==> src/rtl/tccs_defines.svh <==
`ifndef TCCS_DEFINES_SVH
`define TCCS_DEFINES_SVH

// Register indices; byte address on the bus is four times the index
`define TCCS_IDX_FLAGS 6'h13
`define TCCS_IDX_CAP1_HI 6'h14
`define TCCS_IDX_CAP1_LO 6'h15
`define TCCS_IDX_CMP1_HI 6'h16
`define TCCS_IDX_CMP1_LO 6'h17
`define TCCS_IDX_CNT_HI 6'h18
`define TCCS_IDX_CNT_LO 6'h19
`define TCCS_IDX_ALT_HI 6'h1A
`define TCCS_IDX_ALT_LO 6'h1B
`define TCCS_IDX_CAP2_HI 6'h1C
`define TCCS_IDX_CAP2_LO 6'h1D
`define TCCS_IDX_CMP2_HI 6'h1E
`define TCCS_IDX_CMP2_LO 6'h1F

// Flag bit positions in timer_flags
`define TCCS_BIT_CAP1 7
`define TCCS_BIT_CMP1 6
`define TCCS_BIT_OVF 5
`define TCCS_BIT_CAP2 4
`define TCCS_BIT_CMP2 3

// Reset values
`define TCCS_FLAGS_RST 8'h00
`define TCCS_CMP_PIN_RST 1'b0

// Counter wrap points
`define TCCS_CNT_MAX 16'hFFFF
`define TCCS_CNT_ZERO 16'h0000

// AXI response codes
`define TCCS_RESP_OKAY 2'h0
`define TCCS_RESP_SLVERR 2'h2

`endif

==> src/rtl/tccs_pkg.sv <==
package tccs_pkg;

   // Control bits that live in the timer settings register outside this block
   typedef struct packed {
      logic capture_irq_enable;
      logic compare_irq_enable;
      logic overflow_irq_enable;
      logic capture_one_edge_select;
      logic compare_one_level_bit;
   } tccs_ctl_t;

   // Valid flag plus target index of one decoded bus access
   typedef struct packed {
      logic ok;
      logic [5:0] idx;
   } tccs_dec_t;

endpackage : tccs_pkg

==> src/rtl/tccs_timer_capture_compare.sv <==
// Functional notes
// - Status byte: capture1 bit7, compare1 bit6, overflow bit5, capture2 bit4, compare2 bit3.
// - A flag clears only after a status access then its own data register access.
// - Selected edge on capture pin one sets capture flag one; interrupt if enabled.
// - Capture flag one clears on status read then capture one low read.
// - Compare one match sets its flag; status read then compare one low clears it.
// - Counter wrap sets overflow flag; status access then counter low read clears it.
// - Falling edge on capture pin two sets flag two; cleared via status and low read.
// - Compare two match sets its flag; status read then compare two low clears it.
// - One capture interrupt enable gates both capture flags.
// - Capture one is a read-only 16-bit latch at 0x14/0x15 loaded on valid edges.
// - Captured value is one above the counter at the clock edge before the pin change.
// - Every valid edge loads the capture register whatever the flag state.
// - High byte read blocks capture loads until the low byte is read.
// - Reset leaves the capture registers unchanged.
// - Capture two is a read-only latch at 0x1c/0x1d loaded on falling edges only.
// - One compare interrupt enable gates both compare flags.
// - Compare one is checked continually; a match drives level bit one to the pin.
// - High byte write suspends compare until low byte write; bytes written independently.
// - Each match clocks the level bit to the pin, whether or not the flag is set.
// - Compare registers are plain read/write storage untouched by hardware or reset.
// - Edge select one means rising edges on capture pin one, zero means falling.
// - Level bit one gives a high pin at the next match, zero a low pin.
//
// Chosen here: the AXI4-Lite interface to the registers.
`timescale 1ns/1ps
`include "tccs_defines.svh"

module tccs_timer_capture_compare (
   // Clock and reset
   input wire logic aclk,
   input wire logic aresetn,
   // AXI4-Lite write address and data
   input wire logic [7:0] s_axi_awaddr,
   input wire logic s_axi_awvalid,
   output logic s_axi_awready,
   input wire logic [31:0] s_axi_wdata,
   input wire logic [3:0] s_axi_wstrb,
   input wire logic s_axi_wvalid,
   output logic s_axi_wready,
   // AXI4-Lite write response
   output logic [1:0] s_axi_bresp,
   output logic s_axi_bvalid,
   input wire logic s_axi_bready,
   // AXI4-Lite read
   input wire logic [7:0] s_axi_araddr,
   input wire logic s_axi_arvalid,
   output logic s_axi_arready,
   output logic [31:0] s_axi_rdata,
   output logic [1:0] s_axi_rresp,
   output logic s_axi_rvalid,
   input wire logic s_axi_rready,
   // Shared counter and settings bits
   input wire logic [15:0] counter_value,
   input wire tccs_pkg::tccs_ctl_t timer_settings,
   // Pins
   input wire logic capture_pin_one,
   input wire logic capture_pin_two,
   output logic compare_pin_one,
   // Interrupt request towards the processor
   output logic timer_irq
);
   import tccs_pkg::*;

   function automatic tccs_dec_t decode(input logic [7:0] addr);
      tccs_dec_t d;
      d.idx = addr[7:2];
      d.ok = (addr[1:0] == 2'h0) && (d.idx >= `TCCS_IDX_FLAGS) && (d.idx <= `TCCS_IDX_CMP2_LO);
      return d;
   endfunction : decode

   logic [7:0] flags_q;
   logic [7:0] flags_d;
   logic [7:0] arm_q;
   logic [7:0] flag_set;
   logic [7:0] flag_clr;
   logic [7:0] cap_hi_q [2];
   logic [7:0] cap_lo_q [2];
   logic [7:0] cmp_hi_q [2];
   logic [7:0] cmp_lo_q [2];
   logic [1:0] cmp_inhibit_q;
   logic [1:0] cap_block_q;
   logic [2:0] sync_q [2];
   logic [1:0] level_q;
   logic [1:0] cap_edge;
   logic [15:0] hist_q [3];
   logic count_moved;
   logic [1:0] cmp_match;
   logic wrap;
   logic aw_v_q;
   logic w_v_q;
   logic [7:0] aw_addr_q;
   logic [7:0] w_data_q;
   logic w_lane_q;
   logic do_wr;
   logic rd_fire;
   tccs_dec_t rd_dec;
   tccs_dec_t wr_dec;
   logic [7:0] rd_byte;

   // Pin synchronisers; only stages two and three are looked at
   always_ff @(posedge aclk) begin
      for (int c = 0; c < 2; c++) begin
         sync_q[c] <= {sync_q[c][1:0], (c == 0) ? capture_pin_one : capture_pin_two};
      end
   end

   always_ff @(posedge aclk) begin
      if (!aresetn) begin
         level_q <= 2'h3;
      end else begin
         for (int c = 0; c < 2; c++) begin
            if (sync_q[c][1] == sync_q[c][2]) begin
               level_q[c] <= sync_q[c][2];
            end
         end
      end
   end

   always_comb begin
      cap_edge = 2'h0;
      for (int c = 0; c < 2; c++) begin
         if (sync_q[c][1] == sync_q[c][2] && sync_q[c][2] != level_q[c]) begin
            cap_edge[c] = 1'b1;
         end
      end
      // Rising when edge select is one, else falling
      cap_edge[0] = cap_edge[0] && (sync_q[0][2] == timer_settings.capture_one_edge_select);
      cap_edge[1] = cap_edge[1] && !sync_q[1][2];
   end

   // Counter history matches the synchroniser delay, so stage three holds the
   // count that stood at the edge before the pin changed
   always_ff @(posedge aclk) begin
      hist_q[0] <= counter_value;
      hist_q[1] <= hist_q[0];
      hist_q[2] <= hist_q[1];
   end

   assign count_moved = (counter_value != hist_q[0]);
   assign wrap = (hist_q[0] == `TCCS_CNT_MAX) && (counter_value == `TCCS_CNT_ZERO);

   always_comb begin
      for (int c = 0; c < 2; c++) begin
         // One compare per count, so a held match does not refire
         cmp_match[c] = count_moved && !cmp_inhibit_q[c]
            && (counter_value == {cmp_hi_q[c], cmp_lo_q[c]});
      end
   end

   // Capture latches carry no reset so their contents survive it
   always_ff @(posedge aclk) begin
      for (int c = 0; c < 2; c++) begin
         if (cap_edge[c] && !cap_block_q[c]) begin
            {cap_hi_q[c], cap_lo_q[c]} <= hist_q[2] + 16'h0001;
         end
      end
   end

   always_ff @(posedge aclk) begin
      if (!aresetn) begin
         cap_block_q <= 2'h0;
      end else if (rd_fire && rd_dec.ok) begin
         unique case (rd_dec.idx)
            `TCCS_IDX_CAP1_HI: cap_block_q[0] <= 1'b1;
            `TCCS_IDX_CAP1_LO: cap_block_q[0] <= 1'b0;
            `TCCS_IDX_CAP2_HI: cap_block_q[1] <= 1'b1;
            `TCCS_IDX_CAP2_LO: cap_block_q[1] <= 1'b0;
            default: ;
         endcase
      end
   end

   // Compare storage has no reset and is never touched by hardware
   always_ff @(posedge aclk) begin
      if (do_wr && w_lane_q && wr_dec.ok) begin
         unique case (wr_dec.idx)
            `TCCS_IDX_CMP1_HI: cmp_hi_q[0] <= w_data_q;
            `TCCS_IDX_CMP1_LO: cmp_lo_q[0] <= w_data_q;
            `TCCS_IDX_CMP2_HI: cmp_hi_q[1] <= w_data_q;
            `TCCS_IDX_CMP2_LO: cmp_lo_q[1] <= w_data_q;
            default: ;
         endcase
      end
   end

   always_ff @(posedge aclk) begin
      if (!aresetn) begin
         cmp_inhibit_q <= 2'h0;
      end else if (do_wr && w_lane_q && wr_dec.ok) begin
         unique case (wr_dec.idx)
            `TCCS_IDX_CMP1_HI: cmp_inhibit_q[0] <= 1'b1;
            `TCCS_IDX_CMP1_LO: cmp_inhibit_q[0] <= 1'b0;
            `TCCS_IDX_CMP2_HI: cmp_inhibit_q[1] <= 1'b1;
            `TCCS_IDX_CMP2_LO: cmp_inhibit_q[1] <= 1'b0;
            default: ;
         endcase
      end
   end

   always_ff @(posedge aclk) begin
      if (!aresetn) begin
         compare_pin_one <= `TCCS_CMP_PIN_RST;
      end else if (cmp_match[0]) begin
         compare_pin_one <= timer_settings.compare_one_level_bit;
      end
   end

   // Flag set and clear
   always_comb begin
      flag_set = 8'h00;
      flag_set[`TCCS_BIT_CAP1] = cap_edge[0];
      flag_set[`TCCS_BIT_CMP1] = cmp_match[0];
      flag_set[`TCCS_BIT_OVF] = wrap;
      flag_set[`TCCS_BIT_CAP2] = cap_edge[1];
      flag_set[`TCCS_BIT_CMP2] = cmp_match[1];
      flag_clr = 8'h00;
      if (rd_fire && rd_dec.ok) begin
         unique case (rd_dec.idx)
            `TCCS_IDX_CAP1_LO: flag_clr[`TCCS_BIT_CAP1] = arm_q[`TCCS_BIT_CAP1];
            `TCCS_IDX_CMP1_LO: flag_clr[`TCCS_BIT_CMP1] = arm_q[`TCCS_BIT_CMP1];
            `TCCS_IDX_CNT_LO: flag_clr[`TCCS_BIT_OVF] = arm_q[`TCCS_BIT_OVF];
            `TCCS_IDX_CAP2_LO: flag_clr[`TCCS_BIT_CAP2] = arm_q[`TCCS_BIT_CAP2];
            `TCCS_IDX_CMP2_LO: flag_clr[`TCCS_BIT_CMP2] = arm_q[`TCCS_BIT_CMP2];
            default: ;
         endcase
      end
      flags_d = (flags_q & ~flag_clr) | flag_set;
   end

   always_ff @(posedge aclk) begin
      if (!aresetn) begin
         flags_q <= `TCCS_FLAGS_RST;
      end else begin
         flags_q <= flags_d;
      end
   end

   // First step of a clear: a status read arms every flag then set; a status write arms the overflow flag only
   always_ff @(posedge aclk) begin
      if (!aresetn) begin
         arm_q <= 8'h00;
      end else if (rd_fire && rd_dec.ok && rd_dec.idx == `TCCS_IDX_FLAGS) begin
         arm_q <= flags_q;
      end else if (do_wr && wr_dec.ok && wr_dec.idx == `TCCS_IDX_FLAGS) begin
         arm_q <= arm_q | (flags_q & (8'h01 << `TCCS_BIT_OVF));
      end else begin
         arm_q <= arm_q & ~flag_clr;
      end
   end

   always_ff @(posedge aclk) begin
      if (!aresetn) begin
         timer_irq <= 1'b0;
      end else begin
         timer_irq <= (timer_settings.capture_irq_enable
               && (flags_q[`TCCS_BIT_CAP1] || flags_q[`TCCS_BIT_CAP2]))
            || (timer_settings.compare_irq_enable
               && (flags_q[`TCCS_BIT_CMP1] || flags_q[`TCCS_BIT_CMP2]))
            || (timer_settings.overflow_irq_enable && flags_q[`TCCS_BIT_OVF]);
      end
   end

   // Write channel: address and data taken in either order, one write at a time
   assign wr_dec = decode(aw_addr_q);
   assign do_wr = aw_v_q && w_v_q && !s_axi_bvalid;

   always_ff @(posedge aclk) begin
      if (!aresetn) begin
         aw_v_q <= 1'b0;
         w_v_q <= 1'b0;
         aw_addr_q <= 8'h00;
         w_data_q <= 8'h00;
         w_lane_q <= 1'b0;
         s_axi_awready <= 1'b1;
         s_axi_wready <= 1'b1;
         s_axi_bvalid <= 1'b0;
         s_axi_bresp <= `TCCS_RESP_OKAY;
      end else begin
         if (s_axi_awvalid && s_axi_awready) begin
            aw_v_q <= 1'b1;
            aw_addr_q <= s_axi_awaddr;
            s_axi_awready <= 1'b0;
         end
         if (s_axi_wvalid && s_axi_wready) begin
            w_v_q <= 1'b1;
            w_data_q <= s_axi_wdata[7:0];
            w_lane_q <= s_axi_wstrb[0];
            s_axi_wready <= 1'b0;
         end
         if (do_wr) begin
            aw_v_q <= 1'b0;
            w_v_q <= 1'b0;
            s_axi_bvalid <= 1'b1;
            s_axi_bresp <= wr_dec.ok ? `TCCS_RESP_OKAY : `TCCS_RESP_SLVERR;
         end
         if (s_axi_bvalid && s_axi_bready) begin
            s_axi_bvalid <= 1'b0;
            s_axi_awready <= 1'b1;
            s_axi_wready <= 1'b1;
         end
      end
   end

   // Read channel: data sampled at the address handshake, side effects there too
   assign rd_fire = s_axi_arvalid && s_axi_arready;
   assign rd_dec = decode(s_axi_araddr);

   always_comb begin
      rd_byte = 8'h00;
      unique case (rd_dec.idx)
         `TCCS_IDX_FLAGS: rd_byte = flags_q & 8'hF8;
         `TCCS_IDX_CAP1_HI: rd_byte = cap_hi_q[0];
         `TCCS_IDX_CAP1_LO: rd_byte = cap_lo_q[0];
         `TCCS_IDX_CMP1_HI: rd_byte = cmp_hi_q[0];
         `TCCS_IDX_CMP1_LO: rd_byte = cmp_lo_q[0];
         `TCCS_IDX_CNT_HI, `TCCS_IDX_ALT_HI: rd_byte = counter_value[15:8];
         `TCCS_IDX_CNT_LO, `TCCS_IDX_ALT_LO: rd_byte = counter_value[7:0];
         `TCCS_IDX_CAP2_HI: rd_byte = cap_hi_q[1];
         `TCCS_IDX_CAP2_LO: rd_byte = cap_lo_q[1];
         `TCCS_IDX_CMP2_HI: rd_byte = cmp_hi_q[1];
         `TCCS_IDX_CMP2_LO: rd_byte = cmp_lo_q[1];
         default: rd_byte = 8'h00;
      endcase
   end

   always_ff @(posedge aclk) begin
      if (!aresetn) begin
         s_axi_arready <= 1'b1;
         s_axi_rvalid <= 1'b0;
         s_axi_rdata <= 32'h00000000;
         s_axi_rresp <= `TCCS_RESP_OKAY;
      end else begin
         if (rd_fire) begin
            s_axi_arready <= 1'b0;
            s_axi_rvalid <= 1'b1;
            s_axi_rdata <= {24'h000000, rd_dec.ok ? rd_byte : 8'h00};
            s_axi_rresp <= rd_dec.ok ? `TCCS_RESP_OKAY : `TCCS_RESP_SLVERR;
         end
         if (s_axi_rvalid && s_axi_rready) begin
            s_axi_rvalid <= 1'b0;
            s_axi_arready <= 1'b1;
         end
      end
   end

   // Assertions
   a_set_beats_clear: assert property (@(posedge aclk) disable iff (!aresetn)
      flag_set[`TCCS_BIT_CAP1] |=> flags_q[`TCCS_BIT_CAP1])
      else $error("capture flag one lost on set");
   a_clear_needs_arm: assert property (@(posedge aclk) disable iff (!aresetn)
      ($fell(flags_q[`TCCS_BIT_OVF])) |-> $past(arm_q[`TCCS_BIT_OVF]))
      else $error("overflow flag cleared without status access");
   a_cap_one_clear: assert property (@(posedge aclk) disable iff (!aresetn)
      (rd_fire && rd_dec.ok && rd_dec.idx == `TCCS_IDX_CAP1_LO && arm_q[7] && !cap_edge[0])
      |=> !flags_q[`TCCS_BIT_CAP1])
      else $error("capture flag one not cleared");
   a_wrap_sets_ovf: assert property (@(posedge aclk) disable iff (!aresetn)
      (hist_q[0] == 16'hFFFF && counter_value == 16'h0000) |=> flags_q[`TCCS_BIT_OVF])
      else $error("overflow flag missed wrap");
   a_capture_value: assert property (@(posedge aclk) disable iff (!aresetn)
      (cap_edge[1] && !cap_block_q[1])
      |=> {cap_hi_q[1], cap_lo_q[1]} == $past(hist_q[2]) + 16'h0001)
      else $error("capture two value wrong");
   a_block_holds: assert property (@(posedge aclk) disable iff (!aresetn)
      cap_block_q[0] |=> $stable({cap_hi_q[0], cap_lo_q[0]}))
      else $error("capture one changed while blocked");
   // Watches the pin and the flag, not the match term, so a broken gate shows up
   a_inhibit_cmp: assert property (@(posedge aclk) disable iff (!aresetn)
      cmp_inhibit_q[0] |=> $stable(compare_pin_one) && !$rose(flags_q[`TCCS_BIT_CMP1]))
      else $error("compare one ran while suspended");
   a_pin_level: assert property (@(posedge aclk) disable iff (!aresetn)
      cmp_match[0] |=> compare_pin_one == $past(timer_settings.compare_one_level_bit))
      else $error("compare pin did not take level bit");
   a_irq_capture: assert property (@(posedge aclk) disable iff (!aresetn)
      (timer_settings.capture_irq_enable && flags_q[`TCCS_BIT_CAP2]) |=> timer_irq)
      else $error("capture interrupt missing");
   a_irq_compare: assert property (@(posedge aclk) disable iff (!aresetn)
      (timer_settings.compare_irq_enable && flags_q[`TCCS_BIT_CMP2]) |=> timer_irq)
      else $error("compare interrupt missing");
   a_falling_two: assert property (@(posedge aclk) disable iff (!aresetn)
      cap_edge[1] |-> !sync_q[1][2] && $past(level_q[1]))
      else $error("capture two on wrong edge");

endmodule : tccs_timer_capture_compare

==> config.mk <==
export PLATFORM = sky130hd
export DESIGN_NAME = tccs_timer_capture_compare
export DESIGN_NICKNAME = d
export VERILOG_FILES = /design/src/rtl/tccs_pkg.sv /design/src/rtl/tccs_timer_capture_compare.sv
export VERILOG_INCLUDE_DIRS = /design/src /design/src/rtl
export SDC_FILE = /design/constraint.sdc
export NUM_CORES = 1
export LEC_CHECK = 0
export ABC_CLOCK_PERIOD_IN_PS = 6950
export BUFFER_PORTS_ARGS = -buffer_cell sky130_fd_sc_hd__buf_2
export CAP_MARGIN = 15
export CORE_MARGIN = 3
export CORE_UTILIZATION = 55
export DETAILED_ROUTE_END_ITERATION = 16
export GPL_ROUTABILITY_DRIVEN = 0
export MAX_ROUTING_LAYER = met4
export PLACE_DENSITY = 0.78
export SLEW_MARGIN = 20
export SYNTH_ARGS = -nofsm -noshare
export SYNTH_HDL_FRONTEND = slang
export SYNTH_SLANG_ARGS = --single-unit
==> constraint.sdc <==
create_clock -name aclk -period 6.95 [get_ports aclk]
set_input_delay 0.695 -clock aclk [delete_from_list [all_inputs] [get_ports aclk]]
set_output_delay 0.695 -clock aclk [all_outputs]
set_load 0.05 [all_outputs]
==> results.sh, run 1 <==
export IMPL_layout_nets=758
export IMPL_grt_pass1_vias=4804
export IMPL_irDropWorstVdd_mv=0.177
export IMPL_grt_overflow_total=0
export IMPL_start_util_pct=57.3
export IMPL_required_ps=7240
export IMPL_hpwl_um=12000
export IMPL_avgViaCountPerCell=5.82
export IMPL_power_total_w=0.00221
export IMPL_grt_pass1_wl_um=26100
export IMPL_hold_path_class="flop to flop"
export IMPL_worstRegToRegCells=3
export IMPL_final_layout_size_suffix_gt1_share_pct=19.2
export IMPL_antenna_found_initial=0
export IMPL_ys_seq_area_share_pct=57.7
export IMPL_path_clk_slew_ps=60
export IMPL_finalSetupTns_ps=0
export IMPL_holdCritStartpoint="sync_q[0][0]"
export IMPL_fmax_mhz=439
export IMPL_drtPass1Iterations=5
export IMPL_r2r_start="aw_addr_q[7]"
export IMPL_synth_area_leaders="dfxtp_1 (30%), edfxtp_1 (27%), xnor2_1 (4.9%), buf_4 (3.1%), a21oi_1 (3.1%)"
export IMPL_gr_usage_all_layers_pct=24.6
export IMPL_synth_ff_type="dfxtp_1"
export IMPL_ys_warn_count=0
export IMPL_synthArstFlopShare_pct=0
export IMPL_hold_depth=0
export IMPL_clockBufferDepth=2
export IMPL_fin_skew_ps=6.11
export IMPL_powerDensity_nw_per_um2=278
export IMPL_die_x_um=119
export IMPL_syn_avg_cell_area_um2=11.4
export IMPL_yosysMostFrequentCell="dfxtp_1"
export IMPL_antenna_cells=0
export IMPL_synth_edf_count=64
export IMPL_crit_path_max_fanout=27
export IMPL_synth_common_cells="dfxtp_1 (106), edfxtp_1 (64), nand2_1 (53), a21oi_1 (43), xnor2_1 (39)"
export IMPL_final_antenna_net_count=0
export IMPL_worst_slew_margin_rel_pct=47.7
export IMPL_reg2reg_setup_slack_ps=4690
export IMPL_clock_sinks=170
export IMPL_synthCells=613
export IMPL_cp_start_kind="input pin"
export IMPL_synth_cell_type_count=66
export IMPL_htreeDepth=4
export IMPL_postCtsHoldBufs=0
export IMPL_max_cap_viol_count=0
export IMPL_worst_setup_path_end_kind="flop"
export IMPL_yosysTopAreaCellShare_pct=30.3
export IMPL_drv_slew=0
export IMPL_setup_violations=0
export IMPL_post_cts_resized=0
export IMPL_run_status="completed"
export IMPL_rsz0062_at_grt="no"
export IMPL_fp_dieH_um=119
export IMPL_io_pins=125
export IMPL_port_buffers=71
export IMPL_vias=4984
export IMPL_finish_utilization_pct=65.2
export IMPL_clock_latency_ps=420
export IMPL_cts_buffers=17
export IMPL_worstPathArrival_ps=2570
export IMPL_worstMarginPinSlew_ps=783
export IMPL_fin_crit_ps=2280
export IMPL_design_core_area_um2=12200
export IMPL_ctsRootBufferMaster="clkbuf_16"
export IMPL_routed_wire_length_per_instance_um=19.4
export IMPL_r2r_end="cmp_lo_q[0][2]"
export IMPL_drt_wl_total_um=16600
export IMPL_area_growth_pct=13.8
export IMPL_hold_end="sync_q[0][1]"
export IMPL_drtIter0Drc=517
export IMPL_post_cts_setup_buffers=0
export IMPL_critical_path_class="input pin to flop"
export IMPL_grt_max_degree=41
export IMPL_cts_tree="built"
export IMPL_rows=40
export IMPL_hold_viol=0
export IMPL_p_leak_nw=3.02
export IMPL_min_period_over_period_pct=32.8
export IMPL_dieArea_um2=14100
export IMPL_drc_errors=0
export IMPL_syn_cell_area_um2=7000
export IMPL_fin_hold_ws_ps=326
export IMPL_yosys_area_top_type="dfxtp_1"
export IMPL_ys_ff_latch=170
## placed cells by master, fill, tap and decap left out, types with 4 or more instances in the layout
cell type  instances
a211oi_1           4
a21oi_1           43
a221o_1            4
a221oi_1           6
a22o_1             6
a22oi_1            6
a311oi_1           4
and3_1             6
buf_2             71
buf_4              5
clkbuf_16         19
conb_1            26
dfxtp_1          106
edfxtp_1          64
inv_1              9
mux2_2             6
mux2i_1           16
nand2_1           53
nand2b_1           6
nand3_1           23
nand3b_1           4
nand4_1           16
nor2_1            27
nor3_1             9
nor4_1             6
o21ai_0           12
o311ai_1           4
xnor2_1           39
xor2_1            23
## state kept, by name, indices dropped and copies added, names as in the netlist, 2 cells and up
signal	cells
arm_q	5
aw_addr_q	8
cap_block_q	2
cap_hi_q	16
cap_lo_q	16
cmp_hi_q	16
cmp_inhibit_q	2
cmp_lo_q	16
flags_q	5
hist_q	48
level_q	2
s_axi_rdata	8
sync_q	6
w_data_q	8
## cell type report
type / count / area, µm²
fill: 922 / 4250
sequential: 170 / 4040
multi-input combinational: 400 / 2680
clock buffer: 24 / 524
timing repair buffer: 76 / 393
tap: 168 / 210
clock inverter: 8 / 78.8
inverter: 10 / 37.5
## worst max path at each step
stage,startpoint,end,cells past startpoint
finish,s_axi_araddr[2],arm_q[3],7
global placement,s_axi_araddr[5],s_axi_rdata[3],6
detailed placement,s_axi_araddr[2],arm_q[3],7
global route,aw_addr_q[7],cmp_lo_q[0][3],3
floorplan,s_axi_bvalid,cmp_hi_q[0][0],3
CTS,aw_addr_q[7],cmp_lo_q[0][4],3
## cells by family after synthesis
| group | Yosys count | share of synthesized area, % |
|---|---|---|
| AOI/OAI and AO/OA | 102 | 9.59 |
| xor gates and xnor gates | 62 | 7.75 |
| adders and majority gates | 1 | 0.179 |
| buffers and inverters | 68 | 5.41 |
| DFF | 170 | 57.7 |
| muxes | 25 | 4.22 |
| other | 1 | 0.0535 |
| and+or+nand+nor | 184 | 15.0 |
## stage by stage
stage               instance area (µm²)  instances  setup slack, ps
finish                             7970        856             4670
global route                       7970        856             4520
CTS                                7970        856             4640
detailed placement                 7360        824             4300
global placement                   7360        824             4350
floorplan                          7100        638             4560
## metal layers
layer	share of wire, %	GRT usage (%)
met4	3.3	10.9
met3	9.1	4.70
met5	0	-
met2	48	39.4
met1	39	30.7
## power breakdown
group | internal [W] | leakage [nW] | total, W | switching (W)
clock network | 0.000566 | 0.298 | 0.000939 | 0.000373
logic | 0.0000545 | 1.23 | 0.000177 | 0.000122
registers | 0.00107 | 1.49 | 0.00110 | 0.0000263
total | 0.00169 | 3.02 | 0.00221 | 0.000521
## worst max-delay path, cell delays in order
cell and delay, ps:
buf_2 550, nand2_2 300, a211oi_1 290, buf_4 230, nand2b_2 100, o311ai_1 270, a21oi_1 110
Power figures use the tool's default switching activity.
==> run 2, diff against run 1 <==
- ABC_CLOCK_PERIOD_IN_PS: 6950 -> 1900
- CORE_UTILIZATION: 55 -> 50
- PLACE_DENSITY: 0.78 -> 0.74
- clock period: 6.95 -> 1.9 ns (I/O delays scaled with it)
==> results.sh, run 2 (same netlist as run 1, synthesis figures left out) <==
export IMPL_drtIter0Drc=549
export IMPL_holdCritStartpoint="s_axi_wdata[2]"
export IMPL_hold_viol=0
export IMPL_avgViaCountPerCell=5.70
export IMPL_antenna_found_initial=0
export IMPL_irDropWorstVdd_mv=0.863
export IMPL_p_clk_share_pct=40.9
export IMPL_drv_slew=0
export IMPL_worstRegToRegCells=4
export IMPL_placed_cells=853
export IMPL_r2r_end="cmp_hi_q[0][7]"
export IMPL_critPathTopFamily="simple AND/OR/NAND/NOR gates"
export IMPL_fp_dieH_um=124
export IMPL_cts_tree="built"
export IMPL_drt_wl_total_um=16900
export IMPL_routed_wire_length_per_instance_um=18.6
export IMPL_largest_register_ffs=48
export IMPL_layoutNonFillerInstCount=912
export IMPL_layout_nets=806
export IMPL_slowest_delay_ps=590
export IMPL_worstPathArrival_ps=1940
export IMPL_worst_setup_path_end_kind="flop"
export IMPL_p_leak_nw=3.23
export IMPL_design_core_area_um2=13500
export IMPL_grt_pass1_wl_um=27100
export IMPL_htreeDepth=4
export IMPL_cp_cell_sequence="or4b_4, nor4_4, nor3b_4, buf_12"
export IMPL_fin_skew_ps=8.00
export IMPL_combinationalPowerShare_pct=8.9
export IMPL_stdcell_area_um2=8420
export IMPL_fin_crit_ps=1810
export IMPL_critical_path_class="flop to flop"
export IMPL_grt_overflow_total=0
export IMPL_max_cap_viol_count=0
export IMPL_r2r_start="aw_addr_q[7]"
export IMPL_fin_hold_ws_ps=17.7
export IMPL_cts_buffers=17
export IMPL_path_clk_slew_ps=60
export IMPL_largest_register="hist_q"
export IMPL_dieArea_um2=15500
export IMPL_port_buffers=71
export IMPL_most_common_layout_cells="dfxtp_1 (103), buf_2 (71), edfxtp_1 (64), nand2_1 (53), a21oi_1 (43)"
export IMPL_hpwl_um=12400
export IMPL_final_antenna_net_count=0
export IMPL_fmax_mhz=553
export IMPL_run_status="completed"
export IMPL_layout_commonest_cell="dfxtp_1"
export IMPL_rsz0062_at_grt="yes"
export IMPL_min_period_over_period_pct=95.2
export IMPL_powerDensity_nw_per_um2=952
export IMPL_switching_share_pct=24.4
export IMPL_grt_pass1_vias=5074
export IMPL_clockBufferDepth=2
export IMPL_area_growth_pct=20.2
export IMPL_grt_max_degree=44
export IMPL_crit_buf_inv=1
export IMPL_reg2reg_setup_slack_ps=90
export IMPL_drc_errors=0
export IMPL_clock_sinks=170
export IMPL_dpl_worst_slack_ps=5.25
export IMPL_setup_violations=0
export IMPL_crit_path_max_fanout=8
export IMPL_cp_slowest_cell="or4b_4"
export IMPL_final_layout_size_suffix_gt1_share_pct=21.9
export IMPL_vias=5195
export IMPL_power_switching_w=0.00196
export IMPL_hold_depth=3
export IMPL_pwr_share_seq_pct=50.1
export IMPL_setup_slack_ps=91.2
export IMPL_start_util_pct=52.1
export IMPL_hold_path_class="input pin to flop"
export IMPL_rows=42
export IMPL_clock_latency_ps=420
export IMPL_io_pins=125
export IMPL_internal_power_w=0.00606
export IMPL_antenna_cells=0
export IMPL_hold_end="w_data_q[2]"
export IMPL_gr_usage_all_layers_pct=22.9
export IMPL_die_x_um=124
export IMPL_required_ps=2040
export IMPL_cp_start_kind="flop"
export IMPL_drtPass1Iterations=5
export IMPL_ctsRootBufferMaster="clkbuf_16"
export IMPL_placed_cell_area_um2=7570
## run 2: cell types whose count changed in the layout (fill, tap and decap cells not counted), moves of 2 or more
cell | previous run | this run
clkinv_2 | 1 | 3
dlygate4sd3_1 | 0 | 27
buf_4 | 5 | 24
buf_12 | 0 | 2
clkbuf_1 | 2 | 0
dfxtp_1 | 106 | 103
clkbuf_16 | 19 | 17
dfxtp_2 | 0 | 3
inv_6 | 0 | 2
clkinv_4 | 2 | 4
## run 2: per-stage QoR
step / utilization [%] / TNS [ps] / total power [W]
3_3_place_gp: 56.3 / 0 / 0.00473
4_1_cts: 62.5 / 0 / 0.00805
6_report: 62.6 / 0 / 0.00801
5_1_grt: 62.6 / -165 / 0.00829
3_5_place_dp: 56.3 / 0 / 0.00475
2_1_floorplan: - / 0 / 0.00459
## run 2: power by group through the flow
stage	logic [W]	clock network (W)	registers [W]
6_report	0.000715	0.00328	0.00402
5_1_grt	0.000764	0.00349	0.00403
4_1_cts	0.000708	0.00333	0.00402
3_5_place_dp	0.000661	0	0.00409
3_3_place_gp	0.000643	0	0.00409
2_1_floorplan	0.000485	0	0.00410
## run 2: worst max-delay path by stage
stage                     slack (ps)  depth (start not counted)         start        endpoint
after floorplan                   10                          3  s_axi_bvalid  cmp_hi_q[0][0]
after global placement            30                          4  aw_addr_q[7]  cmp_hi_q[0][2]
after detailed placement           5                          4  aw_addr_q[7]  cmp_hi_q[0][7]
after CTS                         70                          4  aw_addr_q[7]  cmp_hi_q[0][4]
after global routing             -30                          4  aw_addr_q[7]  cmp_hi_q[0][7]
final                             90                          4  aw_addr_q[7]  cmp_hi_q[0][7]
## run 2: worst min-delay path: cells and delay by family
| family | cells | cell delay (ps) |
|---|---|---|
| AND/OR/NAND/NOR | 1 | 50 |
| AO/OA/AOI/OAI | 1 | 60 |
| buffers and inverters | 1 | 90 |
## run 2: cell type report
type                       instances  area, µm²
clock buffer                      19        453
multi-input combinational        400       2700
sequential                       170       4050
timing repair buffer             124        846
inverter                          10       37.5
fill                            1019       5040
clock inverter                    13        116
tap                              176        220
## run 2: metal layers
| layer | part of all wire (%) | wire [µm] | track usage [%] |
|---|---|---|---|
| met5 | 0 | 0 | - |
| met1 | 40 | 6730 | 27.4 |
| met4 | 4.2 | 720 | 11.1 |
| met3 | 8.0 | 1350 | 5.36 |
| met2 | 48 | 8140 | 36.5 |
## run 2: timing repair
item,CTS,global route
gates resized for setup,0,1
hold buffers,27,0
setup buffers,0,0
hold endpoints to repair,27,0
pin swaps,1,0
endpoints found under the setup margin,8,8
==> run 3, diff against run 2 <==
- ABC_CLOCK_PERIOD_IN_PS: 1900 -> 1400
- clock period: 1.9 -> 1.4 ns (I/O delays scaled with it)
==> results.sh, run 3 (same netlist as run 1, synthesis figures left out) <==
export IMPL_hold_path_class="input pin to flop"
export IMPL_worst_setup_path_end_kind="flop"
export IMPL_worstRegToRegCells=4
export IMPL_fp_dieH_um=124
export IMPL_fmax_mhz=535
export IMPL_cp_slowest_cell="or4b_4"
export IMPL_path_clk_slew_ps=60
export IMPL_drtPass1Iterations=5
export IMPL_worstPathArrival_ps=2020
export IMPL_hold_viol=0
export IMPL_avgViaCountPerCell=5.59
export IMPL_clockBufferDepth=2
export IMPL_min_period_over_period_pct=134
export IMPL_dieArea_um2=15500
export IMPL_design_core_area_um2=13500
export IMPL_finalSetupTns_ps=-18600
export IMPL_largest_register_ffs=48
export IMPL_r2r_end="cmp_hi_q[0][6]"
export IMPL_vias=5772
export IMPL_layout_nets=927
export IMPL_ctsRootBufferMaster="clkbuf_16"
export IMPL_powerDensity_nw_per_um2=1130
export IMPL_grt_pass1_wl_um=30400
export IMPL_drtIter0Drc=576
export IMPL_grt_pass1_vias=5738
export IMPL_cp_endpoint="cmp_hi_q[0][6]"
export IMPL_htreeDepth=4
export IMPL_drt_wl_total_um=20300
export IMPL_clock_sinks=170
export IMPL_hold_depth=2
export IMPL_start_util_pct=52.1
export IMPL_drv_slew=0
export IMPL_rows=42
export IMPL_path_depth=4
export IMPL_most_common_layout_cells="buf_4 (120), dfxtp_1 (94), buf_2 (71), edfxtp_1 (64), nand2_1 (51)"
export IMPL_power_total_w=0.0111
export IMPL_antenna_cells=0
export IMPL_cp_start_kind="flop"
export IMPL_violations="setup timing"
export IMPL_p_leak_nw=3.95
export IMPL_antenna_found_initial=0
export IMPL_clock_latency_ps=430
export IMPL_largest_register="hist_q"
export IMPL_gr_usage_all_layers_pct=25.8
export IMPL_grt_max_degree=19
export IMPL_drc_errors=0
export IMPL_reg2reg_setup_slack_ps=-470
export IMPL_max_cap_viol_count=0
export IMPL_setup_slack_ps=-471
export IMPL_seq_area_um2=4070
export IMPL_crit_buf_inv=1
export IMPL_required_ps=1550
export IMPL_run_status="finished, violations left"
export IMPL_grt_overflow_total=0
export IMPL_cp_cell_sequence="or4b_4, nor4_4, nor3b_4, buf_12"
export IMPL_fin_crit_ps=1870
export IMPL_critical_path_class="flop to flop"
export IMPL_irDropWorstVdd_mv=1.07
export IMPL_routed_wire_length_per_instance_um=19.7
export IMPL_io_pins=125
export IMPL_slowest_delay_ps=580
export IMPL_layout_commonest_cell="buf_4"
export IMPL_hpwl_um=13700
export IMPL_rsz0062_at_grt="yes"
export IMPL_critPathTopFamily="simple AND/OR/NAND/NOR gates"
export IMPL_multi_input_area_um2=3070
export IMPL_fin_skew_ps=7.96
export IMPL_fill_cells=833
export IMPL_final_layout_size_suffix_gt1_share_pct=38.9
export IMPL_final_antenna_net_count=0
export IMPL_cts_buffers=17
export IMPL_area_growth_pct=40.2
export IMPL_setup_violations=63
export IMPL_die_x_um=124
export IMPL_port_buffers=71
export IMPL_crit_path_max_fanout=8
export IMPL_r2r_start="aw_addr_q[7]"
export IMPL_crit_start="aw_addr_q[7]"
export IMPL_cts_tree="built"
-- run 3: per-layer routing --
layer	track usage, %	vias up	wire length [µm]
met5	-	-	0
met3	5.70	68	1580
met2	42.9	309	10000
li1	-	2637	-
met1	30.4	2758	7850
met4	10.8	0	878
-- run 3: what timing repair did --
| item | 4_1_cts | 5_1_grt |
|---|---|---|
| endpoints found under the hold margin | 36 | 1 |
| gates cloned | 1 | 0 |
| hold buffers | 34 | 1 |
| endpoints found under the setup margin | 68 | 88 |
| gates resized for setup | 40 | 42 |
| pin swaps | 29 | 22 |
| buffers inserted | 8 | 6 |
-- run 3: through the flow --
stage,util (%),std cells,hold slack [ps],setup slack (ps),cell area (µm²)
6_report,73.0,1032,8.56,-471,9820
5_1_grt,73.0,1032,1.05,-511,9820
4_1_cts,71.1,1025,0.412,-442,9560
3_5_place_dp,62.7,951,247,-539,8440
3_3_place_gp,62.7,951,242,-499,8440
2_1_floorplan,-,638,168,-469,7210
-- run 3: cell type report --
cell class	count	share of cell area, %
repair buffers	245	19.2
inverters	10	0.382
flip-flops and latches	170	41.4
clock inverters	7	0.408
clock buffers	24	5.14
multi-input cells	400	31.2
well taps	176	2.24
-- run 3: power by group --
group | internal [W] | switching, W | leakage [nW]
combinational | 0.000552 | 0.000751 | 2.18
clock | 0.00250 | 0.00183 | 0.278
sequential | 0.00532 | 0.000139 | 1.49
total | 0.00837 | 0.00272 | 3.95
-- run 3: worst reg2reg max path, cell delays in order, from the launching register on --
cell     delay [ps]
dfxtp_1         310
or4b_4          580
nor4_4          250
nor3b_4         300
buf_12          150
-- run 3: how the worst min path moves through the flow --
stage	startpoint	end	slack [ps]
floorplan	counter_value[0]	hist_q[0][0]	170
global placement	capture_pin_one	sync_q[0][0]	240
detailed placement	capture_pin_one	sync_q[0][0]	250
CTS	s_axi_awvalid	s_axi_awready	0.4
global route	counter_value[1]	hist_q[0][1]	1
finish	counter_value[1]	hist_q[0][1]	9
